## config.mk

```make
export PLATFORM = sky130hd
export DESIGN_NAME = mpm_pin_mux
export DESIGN_NICKNAME = d
export VERILOG_FILES = /design/src/mpm_pkg.sv /design/src/mpm_pin_mux.sv
export SDC_FILE = /design/constraint.sdc
export NUM_CORES = 1
export LEC_CHECK = 0
export BUFFER_PORTS_ARGS = -buffer_cell sky130_fd_sc_hd__buf_4
export CORE_MARGIN = 8
export CORE_UTILIZATION = 63
export CTS_BUF_LIST = sky130_fd_sc_hd__clkbuf_8
export CTS_CLUSTER_SIZE = 30
export DETAILED_ROUTE_END_ITERATION = 10
export PLACE_DENSITY = 0.9
export SYNTH_ARGS = -nofsm -noshare
export SYNTH_HDL_FRONTEND = slang
export SYNTH_SLANG_ARGS = --single-unit
```

## constraint.sdc

```tcl
create_clock -name mclk_in -period 12.3 [get_ports mclk_in]
set_clock_uncertainty 0.2 [all_clocks]
set_input_delay 1.23 -clock mclk_in [delete_from_list [all_inputs] [get_ports mclk_in]]
set_output_delay 1.23 -clock mclk_in [all_outputs]
set_load 0.005 [all_outputs]
```

## src/mpm_pkg.sv

```systemverilog
// Package for the multipurpose audio pin mux: register map, codes, carriers
package mpm_pkg;

  // ----------------------------------------
  // Register byte offsets
  // ----------------------------------------
  localparam logic [7:0] REG_SELECT = 8'h00;
  localparam logic [7:0] REG_FLAG_CHOICE = 8'h04;
  localparam logic [7:0] REG_GPIO_DIR = 8'h08;
  localparam logic [7:0] REG_GPO = 8'h0c;
  localparam logic [7:0] REG_GPI = 8'h10;
  localparam logic [7:0] REG_A_TRISTATE = 8'h14;
  localparam logic [7:0] REG_FLAG_PICK_LO = 8'h18;
  localparam logic [7:0] REG_FLAG_PICK_HI = 8'h1c;

  // ----------------------------------------
  // Field positions
  // ----------------------------------------
  localparam int SEL_A_LSB = 0;
  localparam int SEL_B_LSB = 4;
  localparam int SEL_C_LSB = 8;
  localparam int SEL_S0_LSB = 12;
  localparam int SEL_S1_LSB = 16;
  localparam int GPO_SINGLE_LSB = 12;
  localparam int PICK_LO_BITS = 24;
  localparam int PICK_HI_BITS = 12;

  // ----------------------------------------
  // Group and single pin function codes
  // ----------------------------------------
  typedef enum logic [1:0] {
    GA_BIPHASE_IN, GA_STATUS_OUT, GA_CLOCKS_OUT, GA_FLAG_GPIO
  } mpm_a_mode_t;

  typedef enum logic [2:0] {
    GB_AUX_IN2, GB_AUX_OUT, GB_RATE_CODE, GB_FLAG_GPIO,
    GB_STATUS_SERIAL, GB_SLAVE_CONV, GB_RESERVED, GB_TEST
  } mpm_b_mode_t;

  typedef enum logic [2:0] {
    GC_AUX_IN1, GC_STANDALONE_CONV, GC_RATE_CODE, GC_FLAG_GPIO,
    GC_STATUS_SERIAL, GC_STANDALONE_XMIT, GC_RESERVED6, GC_RESERVED7
  } mpm_c_mode_t;

  localparam logic [3:0] SP_HIZ = 4'h0;
  localparam logic [3:0] SP_GPO = 4'h1;
  localparam logic [3:0] SP_MARKER = 4'h2;
  localparam logic [3:0] SP_FLAG_FIRST = 4'h3;
  localparam logic [3:0] SP_FLAG_LAST = 4'ha;
  localparam logic [3:0] SP_VALIDITY = 4'hb;
  localparam logic [3:0] SP_CRYSTAL = 4'hc;
  localparam logic [3:0] SP_XMIT = 4'hd;
  localparam logic [3:0] SP_SELECTOR0 = 4'he;
  localparam logic [3:0] SP_SELECTOR1 = 4'hf;

  // ----------------------------------------
  // Reset values
  // ----------------------------------------
  localparam mpm_a_mode_t SEL_A_RST = GA_STATUS_OUT;
  localparam mpm_b_mode_t SEL_B_RST = GB_AUX_IN2;
  localparam mpm_c_mode_t SEL_C_RST = GC_AUX_IN1;
  localparam logic [3:0] SEL_S0_RST = SP_XMIT;
  localparam logic [3:0] SEL_S1_RST = SP_VALIDITY;
  localparam logic [3:0] A_TRISTATE_RST = 4'hf;

  // Flag vector positions
  localparam int FLAG_CLOCK_TRANSIENT_STATUS = 0;
  localparam int FLAG_INTERRUPT_LINE_ZERO = 1;

  // ----------------------------------------
  // Carriers
  // ----------------------------------------
  typedef struct packed {
    logic sys_clk;
    logic bit_clk;
    logic word_clk;
    logic data;
  } mpm_port_t;

  typedef struct packed {
    logic marker;
    logic chan_status;
    logic user_bits;
    logic validity;
  } mpm_serial_t;

endpackage

```

## src/mpm_pin_mux.sv

```systemverilog
// Multipurpose audio pin mux: three four-pin groups, two single output pins
`timescale 1ns/1ps

module mpm_pin_mux
  import mpm_pkg::*;
(
  // Clock and reset
  input wire logic mclk_in,
  input wire logic nrst_in,
  // APB slave
  input wire logic psel_in,
  input wire logic penable_in,
  input wire logic pwrite_in,
  input wire logic [7:0] paddr_in,
  input wire logic [31:0] pwdata_in,
  output logic [31:0] prdata_out,
  output logic pready_out,
  output logic pslverr_out,
  // Group pins A0..A3, B0..B3, C0..C3
  input wire logic [11:0] group_pin_in,
  output logic [11:0] group_pin_out,
  output logic [11:0] group_pin_oe_out,
  // Single output pins
  output logic [1:0] single_pin_out,
  output logic [1:0] single_pin_oe_out,
  // Internal sources
  input wire logic [7:0] receiver_flags_in,
  input wire mpm_serial_t serial_status_in,
  input wire logic [3:0] sample_rate_code_in,
  input wire logic secondary_bit_clock_in,
  input wire logic secondary_word_clock_in,
  input wire logic crystal_clock_buffered_in,
  input wire mpm_port_t aux_output_port_in,
  input wire mpm_port_t slave_conv_clocks_in,
  input wire logic standalone_conv_bit_clock_in,
  input wire logic standalone_conv_word_clock_in,
  input wire logic standalone_conv_serial_data_in,
  input wire logic standalone_conv_clock_master_in,
  input wire logic biphase_selector_zero_output_in,
  input wire logic biphase_selector_one_output_in,
  input wire logic transmitter_biphase_stream_in,
  // Routed pin inputs toward internal units
  output logic [3:0] biphase_in_out,
  output mpm_port_t aux_input_port_one_out,
  output mpm_port_t aux_input_port_two_out,
  output mpm_port_t standalone_xmit_out,
  output logic xmit_from_pins_out,
  output logic standalone_conv_system_clock_out,
  output logic standalone_conv_bit_clock_out,
  output logic standalone_conv_word_clock_out,
  output logic slave_conv_serial_data_out
);

  // ----------------------------------------
  // State
  // ----------------------------------------
  typedef struct packed {
    mpm_a_mode_t a_sel;
    mpm_b_mode_t b_sel;
    mpm_c_mode_t c_sel;
    logic [3:0] s0_sel;
    logic [3:0] s1_sel;
    logic [11:0] flag_choice;
    logic [11:0] gpio_dir;
    logic [11:0] gpo;
    logic [1:0] single_gpo;
    logic [3:0] a_tristate;
    logic [35:0] flag_pick;
    logic [11:0] sync1;
    logic [11:0] sync2;
    logic [11:0] sync3;
    logic [11:0] level;
    logic [11:0] pin_o;
    logic [11:0] pin_oe;
    logic [1:0] spin_o;
    logic [1:0] spin_oe;
    logic [3:0] biphase;
    mpm_port_t aux1;
    mpm_port_t aux2;
    mpm_port_t xmit;
    logic xmit_sel;
    logic [2:0] conv_clk;
    logic slave_data;
    logic pready;
    logic pslverr;
    logic [31:0] prdata;
  } mpm_state_t;

  mpm_state_t st;
  mpm_state_t next_st;
  logic [1:0] rst_pipe;
  logic rst_n;
  logic [11:0] fg_o;
  logic [11:0] fg_oe;
  logic [31:0] rd_data;
  logic addr_hit;

  // ----------------------------------------
  // Reset release
  // ----------------------------------------
  always_ff @(posedge mclk_in or negedge nrst_in) begin
    if (!nrst_in) begin
      rst_pipe <= 2'h0;
    end else begin
      rst_pipe <= {rst_pipe[0], 1'b1};
    end
  end
  assign rst_n = rst_pipe[1];

  // Port fields pin0..pin3 = system, bit, word, data
  function automatic mpm_port_t pins_to_port(input logic [3:0] p);
    pins_to_port = '{sys_clk: p[0], bit_clk: p[1], word_clk: p[2], data: p[3]};
  endfunction

  function automatic logic [3:0] port_to_pins(input mpm_port_t p);
    port_to_pins = {p.data, p.word_clk, p.bit_clk, p.sys_clk};
  endfunction

  function automatic logic [3:0] serial_to_pins(input mpm_serial_t s);
    serial_to_pins = {s.validity, s.user_bits, s.chan_status, s.marker};
  endfunction

  // ----------------------------------------
  // Register read decode
  // ----------------------------------------
  always_comb begin
    rd_data = 32'h0;
    addr_hit = 1'b1;
    if (paddr_in == REG_SELECT) begin
      rd_data[SEL_A_LSB +: 2] = st.a_sel;
      rd_data[SEL_B_LSB +: 3] = st.b_sel;
      rd_data[SEL_C_LSB +: 3] = st.c_sel;
      rd_data[SEL_S0_LSB +: 4] = st.s0_sel;
      rd_data[SEL_S1_LSB +: 4] = st.s1_sel;
    end else if (paddr_in == REG_FLAG_CHOICE) begin
      rd_data[11:0] = st.flag_choice;
    end else if (paddr_in == REG_GPIO_DIR) begin
      rd_data[11:0] = st.gpio_dir;
    end else if (paddr_in == REG_GPO) begin
      rd_data[11:0] = st.gpo;
      rd_data[GPO_SINGLE_LSB +: 2] = st.single_gpo;
    end else if (paddr_in == REG_GPI) begin
      rd_data[11:0] = st.level;
    end else if (paddr_in == REG_A_TRISTATE) begin
      rd_data[3:0] = st.a_tristate;
    end else if (paddr_in == REG_FLAG_PICK_LO) begin
      rd_data[PICK_LO_BITS-1:0] = st.flag_pick[PICK_LO_BITS-1:0];
    end else if (paddr_in == REG_FLAG_PICK_HI) begin
      rd_data[PICK_HI_BITS-1:0] = st.flag_pick[35:PICK_LO_BITS];
    end else begin
      addr_hit = 1'b0;
    end
  end

  // ----------------------------------------
  // Per-pin flag or GPIO choice
  // ----------------------------------------
  always_comb begin
    fg_o = 12'h0;
    fg_oe = 12'h0;
    for (int i = 0; i < 12; i++) begin
      fg_o[i] = st.flag_choice[i] ? receiver_flags_in[st.flag_pick[3*i +: 3]] : st.gpo[i];
      fg_oe[i] = st.flag_choice[i] | st.gpio_dir[i];
    end
  end

  // ----------------------------------------
  // Next state
  // ----------------------------------------
  always_comb begin
    next_st = st;

    // Three-stage pin sampling, level moves when stages two and three agree
    next_st.sync1 = group_pin_in;
    next_st.sync2 = st.sync1;
    next_st.sync3 = st.sync2;
    next_st.level = (~(st.sync2 ^ st.sync3) & st.sync3) | ((st.sync2 ^ st.sync3) & st.level);

    // Whole group switches at once from its select field
    next_st.pin_o = 12'h0;
    next_st.pin_oe = 12'h0;

    case (st.a_sel)
      GA_BIPHASE_IN: begin
        next_st.pin_oe[3:0] = 4'h0;
      end
      GA_STATUS_OUT: begin
        next_st.pin_o[3:0] = {receiver_flags_in[FLAG_INTERRUPT_LINE_ZERO], crystal_clock_buffered_in,
                              serial_status_in.validity, receiver_flags_in[FLAG_CLOCK_TRANSIENT_STATUS]};
        next_st.pin_oe[3:0] = 4'hf;
      end
      GA_CLOCKS_OUT: begin
        next_st.pin_o[3:0] = {receiver_flags_in[FLAG_INTERRUPT_LINE_ZERO], crystal_clock_buffered_in,
                              secondary_word_clock_in, secondary_bit_clock_in};
        next_st.pin_oe[3:0] = 4'hf;
      end
      default: begin
        next_st.pin_o[3:0] = fg_o[3:0];
        next_st.pin_oe[3:0] = fg_oe[3:0];
      end
    endcase
    next_st.pin_oe[3:0] = next_st.pin_oe[3:0] & ~st.a_tristate;

    case (st.b_sel)
      GB_AUX_IN2: begin
        next_st.pin_oe[7:4] = 4'h0;
      end
      GB_AUX_OUT: begin
        next_st.pin_o[7:4] = port_to_pins(aux_output_port_in);
        next_st.pin_oe[7:4] = 4'hf;
      end
      GB_RATE_CODE: begin
        next_st.pin_o[7:4] = {sample_rate_code_in[0], sample_rate_code_in[1],
                              sample_rate_code_in[2], sample_rate_code_in[3]};
        next_st.pin_oe[7:4] = 4'hf;
      end
      GB_FLAG_GPIO: begin
        next_st.pin_o[7:4] = fg_o[7:4];
        next_st.pin_oe[7:4] = fg_oe[7:4];
      end
      GB_STATUS_SERIAL: begin
        next_st.pin_o[7:4] = serial_to_pins(serial_status_in);
        next_st.pin_oe[7:4] = 4'hf;
      end
      GB_SLAVE_CONV: begin
        next_st.pin_o[7:4] = {1'b0, slave_conv_clocks_in.word_clk, slave_conv_clocks_in.bit_clk,
                              slave_conv_clocks_in.sys_clk};
        next_st.pin_oe[7:4] = 4'h7;
      end
      default: begin
        next_st.pin_oe[7:4] = 4'h0;
      end
    endcase

    case (st.c_sel)
      GC_AUX_IN1, GC_STANDALONE_XMIT: begin
        next_st.pin_oe[11:8] = 4'h0;
      end
      GC_STANDALONE_CONV: begin
        next_st.pin_o[11:8] = {standalone_conv_serial_data_in, standalone_conv_word_clock_in,
                               standalone_conv_bit_clock_in, 1'b0};
        next_st.pin_oe[11:8] = {1'b1, {2{standalone_conv_clock_master_in}}, 1'b0};
      end
      GC_RATE_CODE: begin
        next_st.pin_o[11:8] = {sample_rate_code_in[0], sample_rate_code_in[1],
                               sample_rate_code_in[2], sample_rate_code_in[3]};
        next_st.pin_oe[11:8] = 4'hf;
      end
      GC_FLAG_GPIO: begin
        next_st.pin_o[11:8] = fg_o[11:8];
        next_st.pin_oe[11:8] = fg_oe[11:8];
      end
      GC_STATUS_SERIAL: begin
        next_st.pin_o[11:8] = serial_to_pins(serial_status_in);
        next_st.pin_oe[11:8] = 4'hf;
      end
      default: begin
        next_st.pin_oe[11:8] = 4'h0;
      end
    endcase

    // Routed inputs only live while their mode is selected
    next_st.biphase = (st.a_sel == GA_BIPHASE_IN) ? st.level[3:0] : 4'h0;
    next_st.aux2 = (st.b_sel == GB_AUX_IN2) ? pins_to_port(st.level[7:4]) : '0;
    next_st.slave_data = (st.b_sel == GB_SLAVE_CONV) ? st.level[7] : 1'b0;
    next_st.aux1 = (st.c_sel == GC_AUX_IN1) ? pins_to_port(st.level[11:8]) : '0;
    next_st.xmit_sel = (st.c_sel == GC_STANDALONE_XMIT);
    next_st.xmit = next_st.xmit_sel ? pins_to_port(st.level[11:8]) : '0;
    next_st.conv_clk = (st.c_sel == GC_STANDALONE_CONV) ? st.level[10:8] : 3'h0;

    // Single output pins
    for (int k = 0; k < 2; k++) begin
      logic [3:0] s;
      s = (k == 0) ? st.s0_sel : st.s1_sel;
      next_st.spin_oe[k] = (s != SP_HIZ);
      if (s == SP_GPO) begin
        next_st.spin_o[k] = st.single_gpo[k];
      end else if (s == SP_MARKER) begin
        next_st.spin_o[k] = serial_status_in.marker;
      end else if (s >= SP_FLAG_FIRST && s <= SP_FLAG_LAST) begin
        next_st.spin_o[k] = receiver_flags_in[3'(s - SP_FLAG_FIRST)];
      end else if (s == SP_VALIDITY) begin
        next_st.spin_o[k] = serial_status_in.validity;
      end else if (s == SP_CRYSTAL) begin
        next_st.spin_o[k] = crystal_clock_buffered_in;
      end else if (s == SP_XMIT) begin
        next_st.spin_o[k] = transmitter_biphase_stream_in;
      end else if (s == SP_SELECTOR0) begin
        next_st.spin_o[k] = biphase_selector_zero_output_in;
      end else if (s == SP_SELECTOR1) begin
        next_st.spin_o[k] = biphase_selector_one_output_in;
      end else begin
        next_st.spin_o[k] = 1'b0;
      end
    end

    // APB: one wait state, write lands at the edge that completes access
    next_st.pready = 1'b0;
    next_st.pslverr = 1'b0;
    if (psel_in && penable_in && !st.pready) begin
      next_st.pready = 1'b1;
      next_st.pslverr = !addr_hit;
      next_st.prdata = pwrite_in ? 32'h0 : rd_data;
    end
    if (psel_in && penable_in && st.pready && pwrite_in) begin
      if (paddr_in == REG_SELECT) begin
        next_st.a_sel = mpm_a_mode_t'(pwdata_in[SEL_A_LSB +: 2]);
        next_st.b_sel = mpm_b_mode_t'(pwdata_in[SEL_B_LSB +: 3]);
        next_st.c_sel = mpm_c_mode_t'(pwdata_in[SEL_C_LSB +: 3]);
        next_st.s0_sel = pwdata_in[SEL_S0_LSB +: 4];
        next_st.s1_sel = pwdata_in[SEL_S1_LSB +: 4];
      end else if (paddr_in == REG_FLAG_CHOICE) begin
        next_st.flag_choice = pwdata_in[11:0];
      end else if (paddr_in == REG_GPIO_DIR) begin
        next_st.gpio_dir = pwdata_in[11:0];
      end else if (paddr_in == REG_GPO) begin
        next_st.gpo = pwdata_in[11:0];
        next_st.single_gpo = pwdata_in[GPO_SINGLE_LSB +: 2];
      end else if (paddr_in == REG_A_TRISTATE) begin
        next_st.a_tristate = pwdata_in[3:0];
      end else if (paddr_in == REG_FLAG_PICK_LO) begin
        next_st.flag_pick[PICK_LO_BITS-1:0] = pwdata_in[PICK_LO_BITS-1:0];
      end else if (paddr_in == REG_FLAG_PICK_HI) begin
        next_st.flag_pick[35:PICK_LO_BITS] = pwdata_in[PICK_HI_BITS-1:0];
      end
    end
  end

  // ----------------------------------------
  // State register
  // ----------------------------------------
  always_ff @(posedge mclk_in or negedge rst_n) begin
    if (!rst_n) begin
      st <= '0;
      st.a_sel <= SEL_A_RST;
      st.b_sel <= SEL_B_RST;
      st.c_sel <= SEL_C_RST;
      st.s0_sel <= SEL_S0_RST;
      st.s1_sel <= SEL_S1_RST;
      st.a_tristate <= A_TRISTATE_RST;
    end else begin
      st <= next_st;
    end
  end

  // ----------------------------------------
  // Outputs
  // ----------------------------------------
  assign prdata_out = st.prdata;
  assign pready_out = st.pready;
  assign pslverr_out = st.pslverr;
  assign group_pin_out = st.pin_o;
  assign group_pin_oe_out = st.pin_oe;
  assign single_pin_out = st.spin_o;
  assign single_pin_oe_out = st.spin_oe;
  assign biphase_in_out = st.biphase;
  assign aux_input_port_one_out = st.aux1;
  assign aux_input_port_two_out = st.aux2;
  assign standalone_xmit_out = st.xmit;
  assign xmit_from_pins_out = st.xmit_sel;
  assign standalone_conv_system_clock_out = st.conv_clk[0];
  assign standalone_conv_bit_clock_out = st.conv_clk[1];
  assign standalone_conv_word_clock_out = st.conv_clk[2];
  assign slave_conv_serial_data_out = st.slave_data;

endmodule // mpm_pin_mux

```

# Word level (Yosys, flattened, before mapping)
# Cells that the tools add are included.
[word_totals]
register_bits = 227
latch_bits = 0
mem_bits_rw = 0
rom_bits = 0
input_bits = 91
output_inout_bits = 83
elab_cells = 252
mem_count = 0
[op_classes]
n_addsub = 2
mul = 0
n_div = 0
magnitude_cmp = 18
n_eq_ne = 33
shift = 0
mux = 110
n_bitwise = 25
n_reduce_logical = 24
[op_table]
columns = ["operator", "n"]
rows = [
  ["12-bit two-way mux", 15],
  ["20-bit two-way mux", 6],
  ["3-bit by 4-bit less-than comparator with 1-bit output (second input constant)", 14],
  ["1-bit two-way mux", 53],
  ["1-bit binary-select mux with 3-bit select", 14],
  ["4-bit equality test (second input constant)", 10],
  ["4-bit one-hot mux with 3 select lines", 3],
  ["34-bit two-way mux", 1],
  ["8-bit by 5-bit equality test with 1-bit output (second input constant)", 4],
  ["12-bit AND", 2],
  ["24-bit two-way mux", 1],
  ["4-bit two-way mux", 6],
  ["4-bit one-hot mux with 5 select lines", 1],
  ["8-bit by 4-bit equality test with 1-bit output (second input constant)", 2],
  ["4-bit one-hot mux with 4 select lines", 1],
  ["14-bit two-way mux", 1],
  ["3-bit by 2-bit equality test with 1-bit output (second input constant)", 4],
  ["3-bit equality test (second input constant)", 4],
  ["12-bit inverter", 1],
  ["1-bit bitwise OR", 12],
  ["12-bit bitwise OR", 1],
  ["12-bit XOR", 1],
  ["10-bit two-way mux", 1],
  ["3-bit two-way mux", 3],
  ["other kinds (30)", 51],
]

# Longest topological paths before layout
[logic_depth]
ltp_word = 22
depth_mapped = 9

# Worst setup path after synthesis
# No wires, ideal clock.
[synth_path]
path_kind = "input port to flip-flop"
startpoint = "input port paddr_in[7]"
endpoint = "register st[137] (netlist bit)"
t_arrival_ns = 2.516
required_time_ns = 11.975
path_slack_ns = 9.459
stages = 5
cell_sequence = "nor2_1 -> nand4b_2 -> nor3_4 -> buf_6 -> mux2_2"
[synth_between]
elab_chain_len = 3
word_cells_on_any_way = 12
cone_classes = "eq/ne: 5; bitwise: 5; reduce/logical: 2"
[synth_lines]
columns = ["item", "line", "rtl"]
rows = [
  ["start, declared", "mpm_pin_mux.sv:14", "input wire logic [7:0] paddr_in,"],
  ["8-bit by 5-bit equality test with 1-bit output (tied with other cells)", "mpm_pin_mux.sv:319", "end else if (paddr_in == REG_A_TRISTATE) begin"],
  ["1-bit inverter (no source line)", "-", ""],
  ["7-bit AND reduction (no source line) *", "-", ""],
  ["end signal, assigned", "mpm_pin_mux.sv:342", "st <= next_st;"],
  ["end, declared", "mpm_pin_mux.sv:89", "mpm_state_t st;"],
]
# Every way passes the cells marked *; elsewhere a longest branch is shown, timed or not.
# A chain may end at the register's enable or synchronous reset.

# Final worst setup path
[layout_path]
startpoint = "input port paddr_in[3]"
endpoint = "register st[165] (netlist bit)"
[layout_between]
elab_chain_len = 3
word_cells_on_any_way = 14
cone_classes = "eq/ne: 6; bitwise: 6; reduce/logical: 2"
[layout_lines]
columns = ["item", "line"]
rows = [
  ["8-bit by 5-bit equality test with 1-bit output (tied with other cells)", "mpm_pin_mux.sv:319"],
  ["1-bit inverter (no source line)", "-"],
  ["8-bit AND reduction (no source line) *", "-"],
]
# Marked as above.

==> results.toml <==
[global_routing]
grt_max_degree = 77
grt_pass1_vias = 8284
grtUsageTotal = 0.2635
grt_pass1_wl_mm = 44.84
antenna_found_initial = 1
grt_overflow = 0

[setup_path]
cp_max_fo = 41
crit_required_ps = 12510
critPathLaunchType = "input port"
worstSetupEndpointType = "register"
cp.arrival_ps = 3340
path_class = "input port to register"

[routing]
vias = 7926
viasPerCell = 6.423
first_iter_violations = 783
routedWlPerCell_um = 23.31
antenna_left = 0
dr.pass1.iters = 5
wirelength_mm = 28.76
drc = 0

[hold_path]
hold_class = "register to register"

[logic_synthesis]
synth_area_sq_um = 10870
ys_async_sr_fraction = 1.000
synthCells = 906
syn_area_per_cell_sq_um = 12.00
seq_area_frac_synth = 0.5055
synth_top_area_frac = 0.4789
synth_commonest_cells = "dfrtp_1 (208), buf_4 (78), mux2_2 (78)"
synth.most_common_cell = "dfrtp_1"
synthFlopType = "dfrtp_1"
ys_warn_count = 0
synth_seq_cells = 219
synth_cell_types = 62
synth_area_leaders = "dfrtp_1 (48%), mux2_2 (8.1%), mux4_2 (5.8%)"
synth_edf_count = 0
yosys.area.top_type = "dfrtp_1"

[clocking]
ctsResizeCount = 0
clk_latency_ps = 540
cts_hold_buf = 0
clock-sinks = 219
tritoncts = "built"
root_buffer = "clkbuf_8"
path_clk_slew_ps = 60
cts_buffers = 37
cts_setup_buffers = 0
h-tree-depth = 2
clockBufferDepth = 3

[timing]
slew_headroom = 0.2181
setup_viol = 0
hold_viol = 0
setup_tns_ps = 0
finalCriticalPeriod_ps = 3134
rsz0062_at_grt = "no"
finalHoldWorstSlack_ps = 146.4
drv_slew = 0
fin_crit_sh = 0.2548
worst_slew_pin_slew_ps = 1164
max_freq_ghz = 0.3191

[floorplan]
die_area_sq_um = 21710
rows = 48
die_x_um = 147.4
core_area_sq_um = 17060
ios = 174
start_util = 0.6373
die_h_um = 147.4

[final_layout]
multi_input_area_sq_um = 4517
seqCellArea_sq_um = 5498
drive_gt1_frac = 0.3588
area_growth_pct = 12.92
num-fill-cells = 1170
nets = 1088
n_antenna_cell = 0

[pwr]
p_int_uw = 1119
p_sw_frac = 0.2434
comb_power_share = 0.069
seqPwrFrac = 0.510
p_per_area_nw_per_um2 = 120.5
p_clk_frac = 0.421
peakVddDrop_v = 0.00009368
leakage_uw = 0.005895
p_sw_uw = 360.0

[status]
status = "finished, final reports clean"

[place]
port_buffers = 156
dp_hpwl_mm = 19.17
gp_congestion = 0.8989

[flow_run]
drv_cap = 0
[metal layers]
metal  vias to the layer above  wire length (um)  GRT usage
met3                       139              3039    0.07536
met5                         -                13          0
li1                       3329                 -          -
met1                      3913             10390     0.3156
met4                         2              1648     0.1652
met2                       543             13670     0.4138
[sequential cells by signal (all words and copies together), names as in the netlist, 4 cells and up, named ones only]
signal                  cells
prdata_out                 24
group_pin_oe_out           12
standalone_xmit_out         4
st                        106
group_pin_out              12
aux_input_port_one_out      4
next_st                    24
biphase_in_out              4
aux_input_port_two_out      4
[power by group through the flow]
stage / sequential, uW / combinational [uW] / clock (uW)
3_3_place_gp: 766 / 97.6 / 0
5_1_grt: 756 / 110 / 665
3_5_place_dp: 767 / 100 / 0
2_1_floorplan: 767 / 51.0 / 0
6_report: 754 / 102 / 622
4_1_cts: 754 / 101 / 631
[path summary, 6_finish.rpt]
path / slack, ps / startpoint / cells past startpoint / end
setup / recovery: 9170 / paddr_in[3] / 4 / st[165]
hold / removal: 150 / next_st[111] / 0 / next_st[99]
setup reg to reg: 9680 / st[209] / 7 / single_pin_out[1]
hold reg to reg: 150 / next_st[111] / 0 / next_st[99]
max in group asynchronous: 10160 / rst_pipe[1] / 1 / group_pin_oe_out[7]
min in group asynchronous: 230 / rst_pipe[1] / 0 / st[95]
[worst max-delay path, stage by stage]
cell and delay (ps):
buf_4 410, nand2_1 330, nor3_2 940, mux2_2 420
[placed cells by master, fill, tap and decap left out, drive strengths merged, types with 23 or more instances in the layout]
master / synthesis / layout
dfrtp: 208 / 208
buf: 94 / 160
mux2: 104 / 104
nand2: 75 / 75
clkbuf: 33 / 46
a21oi: 43 / 43
o21ai: 36 / 36
nor2: 34 / 34
inv: 18 / 30
mux4: 28 / 28
mux2i: 23 / 23
[layout make-up]
cell class,count,area share
Clock buffer,46,0.05159
Clock inverter,17,0.006117
Inverter,18,0.005505
Multi-Input combinational cell,549,0.3680
Sequential cell,219,0.4480
Tap cell,225,0.02294
Timing Repair Buffer,160,0.09787
[metrics by stage]
| step | util | setup WS [ps] | power [uW] | cells | instance area, sq um |
|---|---|---|---|---|---|
| 6_report | 0.7196 | 9166 | 1479 | 1234 | 12270 |
| 5_1_grt | 0.7196 | 9141 | 1531 | 1234 | 12270 |
| 3_5_place_dp | 0.6780 | 8688 | 867.0 | 1171 | 11560 |
| 4_1_cts | 0.7196 | 9225 | 1487 | 1234 | 12270 |
| 3_3_place_gp | 0.6780 | 8675 | 863.3 | 1171 | 11560 |
| 2_1_floorplan | - | 5564 | 817.9 | 913 | 10900 |
[cells by family (layout without fill, tap and decap cells)]
group	Yosys count	in the layout	share of synthesized area
AOI/OAI and AO/OA	163	163	0.09647
other	2	9	0.0006909
buffers and inverters	145	241	0.08139
and+or+nand+nor	198	198	0.09727
DFF	219	219	0.5055
muxes	155	155	0.1939
adders and majority gates	24	24	0.02486
Power figures use the tool's default switching activity.
